$ cat src/ddsp_regs.vh
// Register offsets, field positions and reset values of the digit and standard pin ports.
// Included by the port block; defines only.
`ifndef DDSP_REGS_VH
`define DDSP_REGS_VH

// ----------------------------------------
// Register byte addresses (APB)
// ----------------------------------------
`define DDSP_STD_DATA_ADDR 16'hFFD9
`define DDSP_STD_DIR_ADDR 16'hFFE9
`define DDSP_STD_FSEL_ADDR 16'hFFEC
`define DDSP_DIGIT_DATA_ADDR 16'hFFD7
`define DDSP_DISP_CTRL_ADDR 16'hFFF0
`define DDSP_TIMER_CTRL_ADDR 16'hFFF4
`define DDSP_STATUS_ADDR 16'hFFF8

// ----------------------------------------
// Reset values
// ----------------------------------------
`define DDSP_RST_BYTE 8'h00

// ----------------------------------------
// Function-select field positions
// ----------------------------------------
`define DDSP_FSEL_UPDOWN 7
`define DDSP_FSEL_SER2_OUT 6
`define DDSP_FSEL_SER2_IN 5
`define DDSP_FSEL_SER2_CLK 4
`define DDSP_FSEL_SER1_OUT 3
`define DDSP_FSEL_SER1_IN 2
`define DDSP_FSEL_SER1_CLK 1
`define DDSP_FSEL_PWM 0

// ----------------------------------------
// Display control and timer control fields
// ----------------------------------------
`define DDSP_DISP_RANGE_LSB 0
`define DDSP_DISP_RANGE_MSB 3
`define DDSP_DISP_PIN_EN 4
`define DDSP_DISP_CTRL_EN 5
`define DDSP_TMR_DIR_MODE 0

`endif

$ cat src/ddsp_pin_cell.v
// One general-purpose pin with optional peripheral takeover.
// Assumes peripheral controls are already resolved by the parent.
`timescale 1ns/1ns
module ddsp_pin_cell (
	input wire ref_clk_i,
	input wire reset_i,
	input wire active_i,
	input wire alt_sel_i,
	input wire alt_drive_i,
	input wire alt_oe_i,
	input wire gp_oe_i,
	input wire gp_data_i,
	input wire pin_in_i,
	input wire read_latch_i,
	output reg pin_out_o,
	output reg pin_oe_o,
	output wire read_o
);
	// Registered pin drive; released outside active mode
	always @(posedge ref_clk_i) begin
		if (reset_i) begin
			pin_out_o <= 1'b0;
			pin_oe_o <= 1'b0;
		end else if (!active_i) begin
			pin_out_o <= 1'b0;
			pin_oe_o <= 1'b0;
		end else if (alt_sel_i) begin
			pin_out_o <= alt_drive_i;
			pin_oe_o <= alt_oe_i;
		end else begin
			pin_out_o <= gp_data_i;
			pin_oe_o <= gp_oe_i;
		end
	end

	assign read_o = read_latch_i ? gp_data_i : pin_in_i;
endmodule

$ cat src/ddsp_port.v
// Digit (high-voltage) port and standard port with function select, APB slave.
// Assumes pin inputs synchronous to ref_clk_i; reset is synchronous, active high.
//
// Overview of operation
// - The digit port has an eight-bit read/write data latch, cleared by reset.
// - With the display pin enable clear, all digit port pins are general I/O.
// - With it set, pins chosen by the four-bit digit range are digit outputs and the rest stay general I/O.
// - Reading a pin that is a digit output returns its latch bit, not the pin level.
// - Clearing the display pin enable while the display runs hands pins back to general I/O at once.
// - Digit pins float during reset, standby and subactive, and work normally only in active mode.
// - A second eight-pin standard port shares pins with serial, PWM and timer signals.
// - An eight-bit read/write function-select register picks each standard pin's role, reset to zero.
// - Function-select bits 7..0 are up/down, serial-2 out, serial-2 in, serial-2 clock, serial-1 out, in, clock, PWM.
// - Function-select bit 7 routes standard pin 7 to the timer C direction input, else general I/O.
// - The direction pin is used by the timer only when the direction control mode bit is set.
//
// Decided for this implementation: the APB interface to the registers.
`timescale 1ns/1ns
`include "ddsp_regs.vh"
module ddsp_port #(
	parameter WIDTH = 8
) (
	input wire ref_clk_i,
	input wire reset_i,
	input wire [15:0] paddr,
	input wire psel,
	input wire penable,
	input wire pwrite,
	input wire [31:0] pwdata,
	input wire [3:0] pstrb,
	output reg [31:0] prdata,
	output reg pready,
	output reg pslverr,
	input wire active_mode_i,
	input wire [WIDTH-1:0] digit_pin_i,
	output wire [WIDTH-1:0] digit_pin_o,
	output wire [WIDTH-1:0] digit_pin_oe_o,
	input wire [WIDTH-1:0] digit_drive_i,
	input wire [WIDTH-1:0] std_pin_i,
	output wire [WIDTH-1:0] std_pin_o,
	output wire [WIDTH-1:0] std_pin_oe_o,
	input wire [WIDTH-1:0] std_alt_out_i,
	input wire [WIDTH-1:0] std_alt_oe_i,
	output reg [WIDTH-1:0] std_alt_in_o,
	output reg count_direction_o,
	output reg count_direction_valid_o,
	output reg display_controller_enable_o
);
	// ----------------------------------------
	// Registers
	// ----------------------------------------
	reg [7:0] digit_port_data_reg;
	reg [7:0] std_port_data_reg;
	reg [7:0] std_port_direction_reg;
	reg [7:0] std_port_function_select_reg;
	reg [3:0] digit_range_reg;
	reg display_pin_enable_reg;
	reg display_controller_enable_reg;
	reg direction_control_mode_reg;
	reg [7:0] digit_sel_next;
	reg [31:0] rdata_next;
	reg hit_next;
	wire [WIDTH-1:0] digit_read;
	wire [WIDTH-1:0] std_read;
	wire wr_en;
	wire rd_setup;
	integer k;

	assign wr_en = psel && penable && pwrite && pready && pstrb[0];
	assign rd_setup = psel && !penable;

	// ----------------------------------------
	// Register writes
	// ----------------------------------------
	always @(posedge ref_clk_i) begin
		if (reset_i) begin
			digit_port_data_reg <= `DDSP_RST_BYTE;
			std_port_data_reg <= `DDSP_RST_BYTE;
			std_port_direction_reg <= `DDSP_RST_BYTE;
			std_port_function_select_reg <= `DDSP_RST_BYTE;
			digit_range_reg <= 4'h0;
			display_pin_enable_reg <= 1'b0;
			display_controller_enable_reg <= 1'b0;
			direction_control_mode_reg <= 1'b0;
		end else if (wr_en) begin
			case (paddr)
				`DDSP_DIGIT_DATA_ADDR: digit_port_data_reg <= pwdata[7:0];
				`DDSP_STD_DATA_ADDR: std_port_data_reg <= pwdata[7:0];
				`DDSP_STD_DIR_ADDR: std_port_direction_reg <= pwdata[7:0];
				`DDSP_STD_FSEL_ADDR: std_port_function_select_reg <= pwdata[7:0];
				`DDSP_DISP_CTRL_ADDR: begin
					digit_range_reg <= pwdata[`DDSP_DISP_RANGE_MSB:`DDSP_DISP_RANGE_LSB];
					display_pin_enable_reg <= pwdata[`DDSP_DISP_PIN_EN];
					display_controller_enable_reg <= pwdata[`DDSP_DISP_CTRL_EN];
				end
				`DDSP_TIMER_CTRL_ADDR: direction_control_mode_reg <= pwdata[`DDSP_TMR_DIR_MODE];
				default: begin
				end
			endcase
		end
	end

	// ----------------------------------------
	// Digit pin selection
	// ----------------------------------------
	// Range field n selects digit pins 0..n (capped at port width)
	always @* begin
		digit_sel_next = 8'h00;
		for (k = 0; k < WIDTH; k = k + 1) begin
			if (display_pin_enable_reg && (k <= digit_range_reg)) begin
				digit_sel_next[k] = 1'b1;
			end
		end
		if (!display_pin_enable_reg) begin
			digit_sel_next = 8'h00;
		end
	end

	// ----------------------------------------
	// Pin cells
	// ----------------------------------------
	genvar g;
	generate
		for (g = 0; g < WIDTH; g = g + 1) begin : g_pin
			// Digit pins: drive from display when selected, float outside active mode
			ddsp_pin_cell u_digit (
				.ref_clk_i(ref_clk_i),
				.reset_i(reset_i),
				.active_i(active_mode_i),
				.alt_sel_i(digit_sel_next[g]),
				.alt_drive_i(digit_drive_i[g]),
				.alt_oe_i(1'b1),
				.gp_oe_i(1'b1),
				.gp_data_i(digit_port_data_reg[g]),
				.pin_in_i(digit_pin_i[g]),
				.read_latch_i(digit_sel_next[g]),
				.pin_out_o(digit_pin_o[g]),
				.pin_oe_o(digit_pin_oe_o[g]),
				.read_o(digit_read[g])
			);
			// Standard pins: peripheral takeover per function-select bit
			ddsp_pin_cell u_std (
				.ref_clk_i(ref_clk_i),
				.reset_i(reset_i),
				.active_i(1'b1),
				.alt_sel_i(std_port_function_select_reg[g]),
				.alt_drive_i(std_alt_out_i[g]),
				.alt_oe_i(std_alt_oe_i[g]),
				.gp_oe_i(std_port_direction_reg[g]),
				.gp_data_i(std_port_data_reg[g]),
				.pin_in_i(std_pin_i[g]),
				.read_latch_i(std_port_direction_reg[g] & ~std_port_function_select_reg[g]),
				.pin_out_o(std_pin_o[g]),
				.pin_oe_o(std_pin_oe_o[g]),
				.read_o(std_read[g])
			);
		end
	endgenerate

	// ----------------------------------------
	// Peripheral side
	// ----------------------------------------
	always @(posedge ref_clk_i) begin
		if (reset_i) begin
			std_alt_in_o <= 8'h00;
			count_direction_o <= 1'b0;
			count_direction_valid_o <= 1'b0;
			display_controller_enable_o <= 1'b0;
		end else begin
			std_alt_in_o <= std_pin_i & std_port_function_select_reg;
			count_direction_o <= std_port_function_select_reg[`DDSP_FSEL_UPDOWN] &
				direction_control_mode_reg & std_pin_i[`DDSP_FSEL_UPDOWN];
			count_direction_valid_o <= std_port_function_select_reg[`DDSP_FSEL_UPDOWN] &
				direction_control_mode_reg;
			display_controller_enable_o <= display_controller_enable_reg;
		end
	end

	// ----------------------------------------
	// APB read and response
	// ----------------------------------------
	always @* begin
		hit_next = 1'b1;
		rdata_next = 32'h0000_0000;
		case (paddr)
			`DDSP_DIGIT_DATA_ADDR: rdata_next[7:0] = digit_read;
			`DDSP_STD_DATA_ADDR: rdata_next[7:0] = std_read;
			`DDSP_STD_DIR_ADDR: rdata_next = 32'h0000_0000;
			`DDSP_STD_FSEL_ADDR: rdata_next[7:0] = std_port_function_select_reg;
			`DDSP_DISP_CTRL_ADDR: rdata_next[5:0] = {display_controller_enable_reg,
				display_pin_enable_reg, digit_range_reg};
			`DDSP_TIMER_CTRL_ADDR: rdata_next[0] = direction_control_mode_reg;
			`DDSP_STATUS_ADDR: rdata_next[7:0] = digit_sel_next;
			default: hit_next = 1'b0;
		endcase
	end

	// One wait state: setup, access with pready low, then pready high
	always @(posedge ref_clk_i) begin
		if (reset_i) begin
			pready <= 1'b0;
			pslverr <= 1'b0;
			prdata <= 32'h0000_0000;
		end else if (psel && penable && !pready) begin
			pready <= 1'b1;
			pslverr <= !hit_next;
			prdata <= pwrite ? 32'h0000_0000 : rdata_next;
		end else begin
			pready <= 1'b0;
			pslverr <= 1'b0;
			if (rd_setup) begin
				prdata <= 32'h0000_0000;
			end
		end
	end
endmodule

$ cat config.mk
export PLATFORM = sky130hd
export DESIGN_NAME = ddsp_port
export DESIGN_NICKNAME = d
export VERILOG_FILES = /design/src/ddsp_pin_cell.v /design/src/ddsp_port.v
export VERILOG_INCLUDE_DIRS = /design/src
export SDC_FILE = /design/constraint.sdc
export NUM_CORES = 1
export LEC_CHECK = 0
export BUFFER_PORTS_ARGS = -buffer_cell sky130_fd_sc_hd__clkbuf_2
export CELL_PAD_IN_SITES_DETAIL_PLACEMENT = 0
export CELL_PAD_IN_SITES_GLOBAL_PLACEMENT = 1
export CORE_ASPECT_RATIO = 1.2
export CORE_MARGIN = 3
export CORE_UTILIZATION = 34
export CTS_CLUSTER_SIZE = 25
export DETAILED_ROUTE_END_ITERATION = 10
export PLACE_DENSITY_LB_ADDON = 0.1
export SLEW_MARGIN = 20
export SYNTH_ARGS = -nofsm -noshare
export SYNTH_HDL_FRONTEND = slang
export SYNTH_SLANG_ARGS = --single-unit
$ cat constraint.sdc
create_clock -name ref_clk_i -period 2.1 [get_ports ref_clk_i]
set_input_delay 0.21 -clock ref_clk_i [delete_from_list [all_inputs] [get_ports ref_clk_i]]
set_output_delay 0.21 -clock ref_clk_i [all_outputs]
set_load 0.1 [all_outputs]
# Word-level counts from Yosys, hierarchy flattened
# Cells that the tools add are included.
[totals] register_bits=109 latchBits=0 mem_bits_rw=0 mem_bits_ro=0 in_bits=98 out_inout_bits=77 elab_cells=158 mem_count=0
[classes] addsub=0 mul=0 div=0 order_cmp=7 n_eq_ne=7 shifts=0 n_mux=57 bitwise=21 n_reduce_logical=26
[ops] op="equality test 16 bit (second input constant)" count=7
[ops] op="2-to-1 mux 32 bit" count=2
[ops] op="2-to-1 mux 1 bit" count=50
[ops] op="one-hot mux 5 bit (5 select lines)" count=1
[ops] op="<= comparator 3 x 4 -> 1 bit (first input constant)" count=4
[ops] op="2-to-1 mux 8 bit" count=2
[ops] op="logical AND 1 bit" count=13
[ops] op="AND reduction 2 bit" count=6
[ops] op="bitwise AND 1 bit" count=10
[ops] op="inverter 1 bit" count=10
[ops] op="bitwise AND 8 bit" count=1
[ops] op="<= comparator 2 x 4 -> 1 bit (first input constant)" count=2
[ops] op="one-hot mux 2 bit (4 select lines)" count=1
[ops] op="OR reduction 7 bit" count=1
[ops] op="one-hot mux 1 bit (6 select lines)" count=1
[ops] op="<= comparator 1 x 4 -> 1 bit (first input constant)" count=1
[ops] op="OR reduction 2 bit" count=2
[ops] op="logical NOT 1 bit" count=3
[ops] op="nonzero test 2 bit" count=1

# Logic depth before layout (Yosys ltp)
[depth] word_depth=8 mapped_depth=7 mapped_depth_nobuf=5

# Hierarchy
# A second synthesis with hierarchy kept.
[unflattened] hier_cells=466 hier_area_um2=4247.8
[by_module_without_submodules] module="ddsp_port" n_inst=1 cells_each=338 area_each_um2=2826.5 seq_area_each_um2=1201.2
[by_module_without_submodules] module="ddsp_pin_cell" n_inst=16 cells_each=8 area_each_um2=88.8 seq_area_each_um2=40.0

# Least setup slack after synthesis
# Ideal clock, no wire load.
[synth_timing] path_type="register -> register" startpoint="register pready" endpoint="register std_port_direction_reg[0]" setup_ns=0.128 t_arrival_ns=2.304 required_ns=1.972 slack_ns=-0.331 path_stages_with_launch=7 path_buffers=1 synth_period_minus_slack_ns=2.431 path_cell_list="dfxtp_1 and3_1 nand3_1 or4b_1 buf_2 mux2i_1 nor2_1"
[synth_via] elab_chain_cells=3
[synth_rtl] item="start: declaration" line_no="ddsp_port.v:32" rtl="output reg pready,"
[synth_rtl] item="start signal: assignment" line_no="ddsp_port.v:201" rtl="pready <= 1'b0;"
[synth_rtl] item="start signal: assignment" line_no="ddsp_port.v:205" rtl="pready <= 1'b1;"
[synth_rtl] item="start signal: assignment" line_no="ddsp_port.v:209" rtl="pready <= 1'b0;"
[synth_rtl] item="logical AND 1 bit (2 in series)" line_no="ddsp_port.v:69" rtl="assign wr_en = psel && penable && pwrite && pready && pstrb[0];"
[synth_rtl] item="AND reduction 2 bit (no source line)"
[synth_rtl] item="end signal: assignment" line_no="ddsp_port.v:79" rtl="std_port_direction_reg <= `DDSP_RST_BYTE;"
[synth_rtl] item="end signal: assignment" line_no="ddsp_port.v:89" rtl="`DDSP_STD_DIR_ADDR: std_port_direction_reg <= pwdata[7:0];"
[synth_rtl] item="end: declaration" line_no="ddsp_port.v:54" rtl="reg [7:0] std_port_direction_reg;"
# Every way passes these cells.
# A chain may end at the register's enable or synchronous reset.

# Worst setup path after layout
[layout_timing] startpoint="register pready" endpoint="register std_port_direction_reg[2]"
# Same word-level chain as after synthesis.

==> impl_metrics.yaml <==
placement:
  portBuffers: 123
  gp_congestion: 0.838
  dpl_cell_area_um2: 4650
  dp_cells: 708
  dp_hpwl_um: 8600
yosys:
  syn_area_per_cell_um2: 8.84
  netlist_area_um2: 4090
  yosysTopAreaCell: "dfxtp_1"
  syn_inst: 463
  synth_cell_type_count: 50
  synth_warnings: 0
  seq_area_frac_synth: 0.416
  synth_top_area_share: 0.416
  async_flop_share: 0
  synth_ff_type: "dfxtp_1"
  yosys-top-cells-area: "dfxtp_1 42%, mux2i_1 15%, buf_4 10%"
  synth-edff-count: 0
  ys_seq_elements: 85
route:
  vias: 3434
  antenna_left: 0
  firstDrtPassIters: 4
  wl_um: 11300
  via_per_inst: 4.76
  drc: 0
  first_iter_violations: 136
  post_drt_wl_per_cell_um: 15.6
global_routing:
  grt_use_met2: 0.271
  grt-busiest-layer: "met2"
  antenna_found_initial: 0
  grt_max_degree: 55
  grt_use_met3: 0.0272
  grtUsageMet1: 0.229
  grt_usage: 0.170
  overflow: 0
  grt_pass1_wl_um: 17700
  grt_pass1_vias: 3313
power:
  power-per-cell-area_nw_per_um2: 763
  p_int_mw: 2.79
  p_leak_nw: 2.35
  clockPowerShare: 0.459
  comb_power_share: 0.115
  peakVddDrop_uv: 360
  swShare: 0.265
  netSwitchingPower_mw: 1.01
  pwr-share-seq: 0.426
floorplan:
  num_rows: 43
  core_area_um2: 11700
  num_io_pins: 175
  die_x_um: 106
  dieArea_um2: 13400
  start_util: 0.351
  die_h_um: 126
final_layout:
  drive_above_1_share: 0.294
  syn_to_final_growth_pct: 21.6
  nets: 660
  stdcell_area_um2: 4980
  instances_no_fill: 722
  antenna_cells_inserted: 0
clock_tree:
  cts_max_level: 3
  cts_tree: "built"
  post-cts-setup-buffer-count: 0
  numCtsBuffers: 9
  cts-hold-fix-buffers: 0
  cts-root-buf: "clkbuf_16"
  path_clk_slew_ps: 60
  clockBufferDepth: 2
  clock-sinks: 85
  clk_latency_ps: 340
  cts_resized: 0
setup_path:
  worst-endpoint-required_ps: 2310
  worstSetupStartpointType: "register"
  endpoint_kind: "register"
  crit_type: "register to register"
  cp_max_fo: 8
  arrival_ps: 2080
sta:
  finalHoldViolCount: 0
  rsz0062_at_grt: "false"
  setup_viol: 0
  max_slew_margin: 0.582
  clock_skew_ps: 5.43
  fin_tns_setup_ps: 0
  period_minus_slack_ps: 1880
  min_period_over_period: 0.894
  fmax_mhz: 533
  drv_slew: 0
  worst_pin_slew_ps: 622
min_path:
  hp-class: "input pin to register"
flow_run:
  cap_viol_max_count: 0
status:
  status: "finished, final reports clean"
-- critical path: stages, from the launching register on --
cell and delay, ps:
dfxtp_2 360, and3_1 180, nand3_1 210, or4b_1 560, buf_4 210, mux2i_1 160, nor2_1 50
-- per-layer routing --
metal	wire, um	vias up
met2	5270	115
met3	675	12
met4	198	0
li1	-	1715
met5	0	-
met1	5120	1592
-- layout by cell type, fill, tap and decap left out, types with 4 or more instances in the layout --
cell type / n
nand2b_1: 7
clkbuf_16: 9
nor2b_1: 7
buf_4: 20
mux2i_1: 62
nor4_1: 4
conb_1: 24
inv_1: 5
nor2_1: 63
a21oi_1: 21
o21ai_0: 12
dfxtp_1: 84
nand2_1: 39
clkbuf_2: 123
nand3_1: 16
nand4b_1: 4
-- logic make-up after synthesis --
group                  share of synthesized area
flip-flops                                 0.416
AND/OR/NAND/NOR                            0.203
other                                   0.000916
buffers and inverters                      0.130
multiplexers                               0.152
AO/OA/AOI/OAI                             0.0988
-- synth_stat cells, types with 2 or more instances --
library cell  instances
a2111oi_0             2
a21o_1                3
a21oi_1              21
a221oi_1              2
and3_1                2
and3b_1               2
buf_1                 2
buf_2                 6
buf_4                56
clkbuf_1             15
dfxtp_1              85
inv_1                 5
mux2i_1              62
nand2_1              39
nand2b_1              7
nand3_1              16
nand4_1               3
nand4b_1              4
nand4bb_1             2
nor2_1               63
nor2b_1               7
nor3_1                3
nor4_1                5
o21ai_0              12
o221ai_1              3
o22ai_1               3
o2bb2ai_1             2
o31ai_1               3
or2_1                 2
or2_2                 3
or3_1                 2
or4_1                 3
-- through the flow --
stage / setup WS (ps) / hold slack, ps / power, mW / util
after global routing: 114 / 100 / 3.93 / 0.426
after CTS: 201 / 78.9 / 3.85 / 0.426
after global placement: 95.4 / 442 / 2.09 / 0.399
after detailed placement: 60.8 / 444 / 2.09 / 0.399
final: 223 / 86.3 / 3.80 / 0.426
after floorplan: 18.3 / 333 / 2.01 / -
-- worst paths after layout --
kind,depth (start not counted),slack [ps],startpoint,end
max reg2reg,6,220,pready$_SDFF_PP0_,std_port_direction_reg[2]$_SDFFE_PP0P_
max,6,220,pready$_SDFF_PP0_,std_port_direction_reg[2]$_SDFFE_PP0P_
min reg2reg,1,480,pready$_SDFF_PP0_,pready$_SDFF_PP0_
min,3,90,std_pin_i[3],std_alt_in_o[3]$_SDFF_PP0_
-- power by group through the flow --
stage | Clock (mW) | Sequential [mW] | Combinational [mW]
global route | 1.86 | 1.62 | 0.458
global placement | 0 | 1.65 | 0.437
finish | 1.74 | 1.62 | 0.437
floorplan | 0 | 1.66 | 0.348
CTS | 1.79 | 1.62 | 0.438
detailed placement | 0 | 1.65 | 0.437
-- layout make-up --
type | count | area (um2)
Fill cell | 1219 | 6700
Inverter | 5 | 18.8
Multi-Input combinational cell | 317 | 1950
Sequential cell | 85 | 1700
Clock inverter | 3 | 68.8
Timing Repair Buffer | 144 | 786
Tap cell | 157 | 196
Clock buffer | 11 | 253
(Power assumes the default switching activity.)
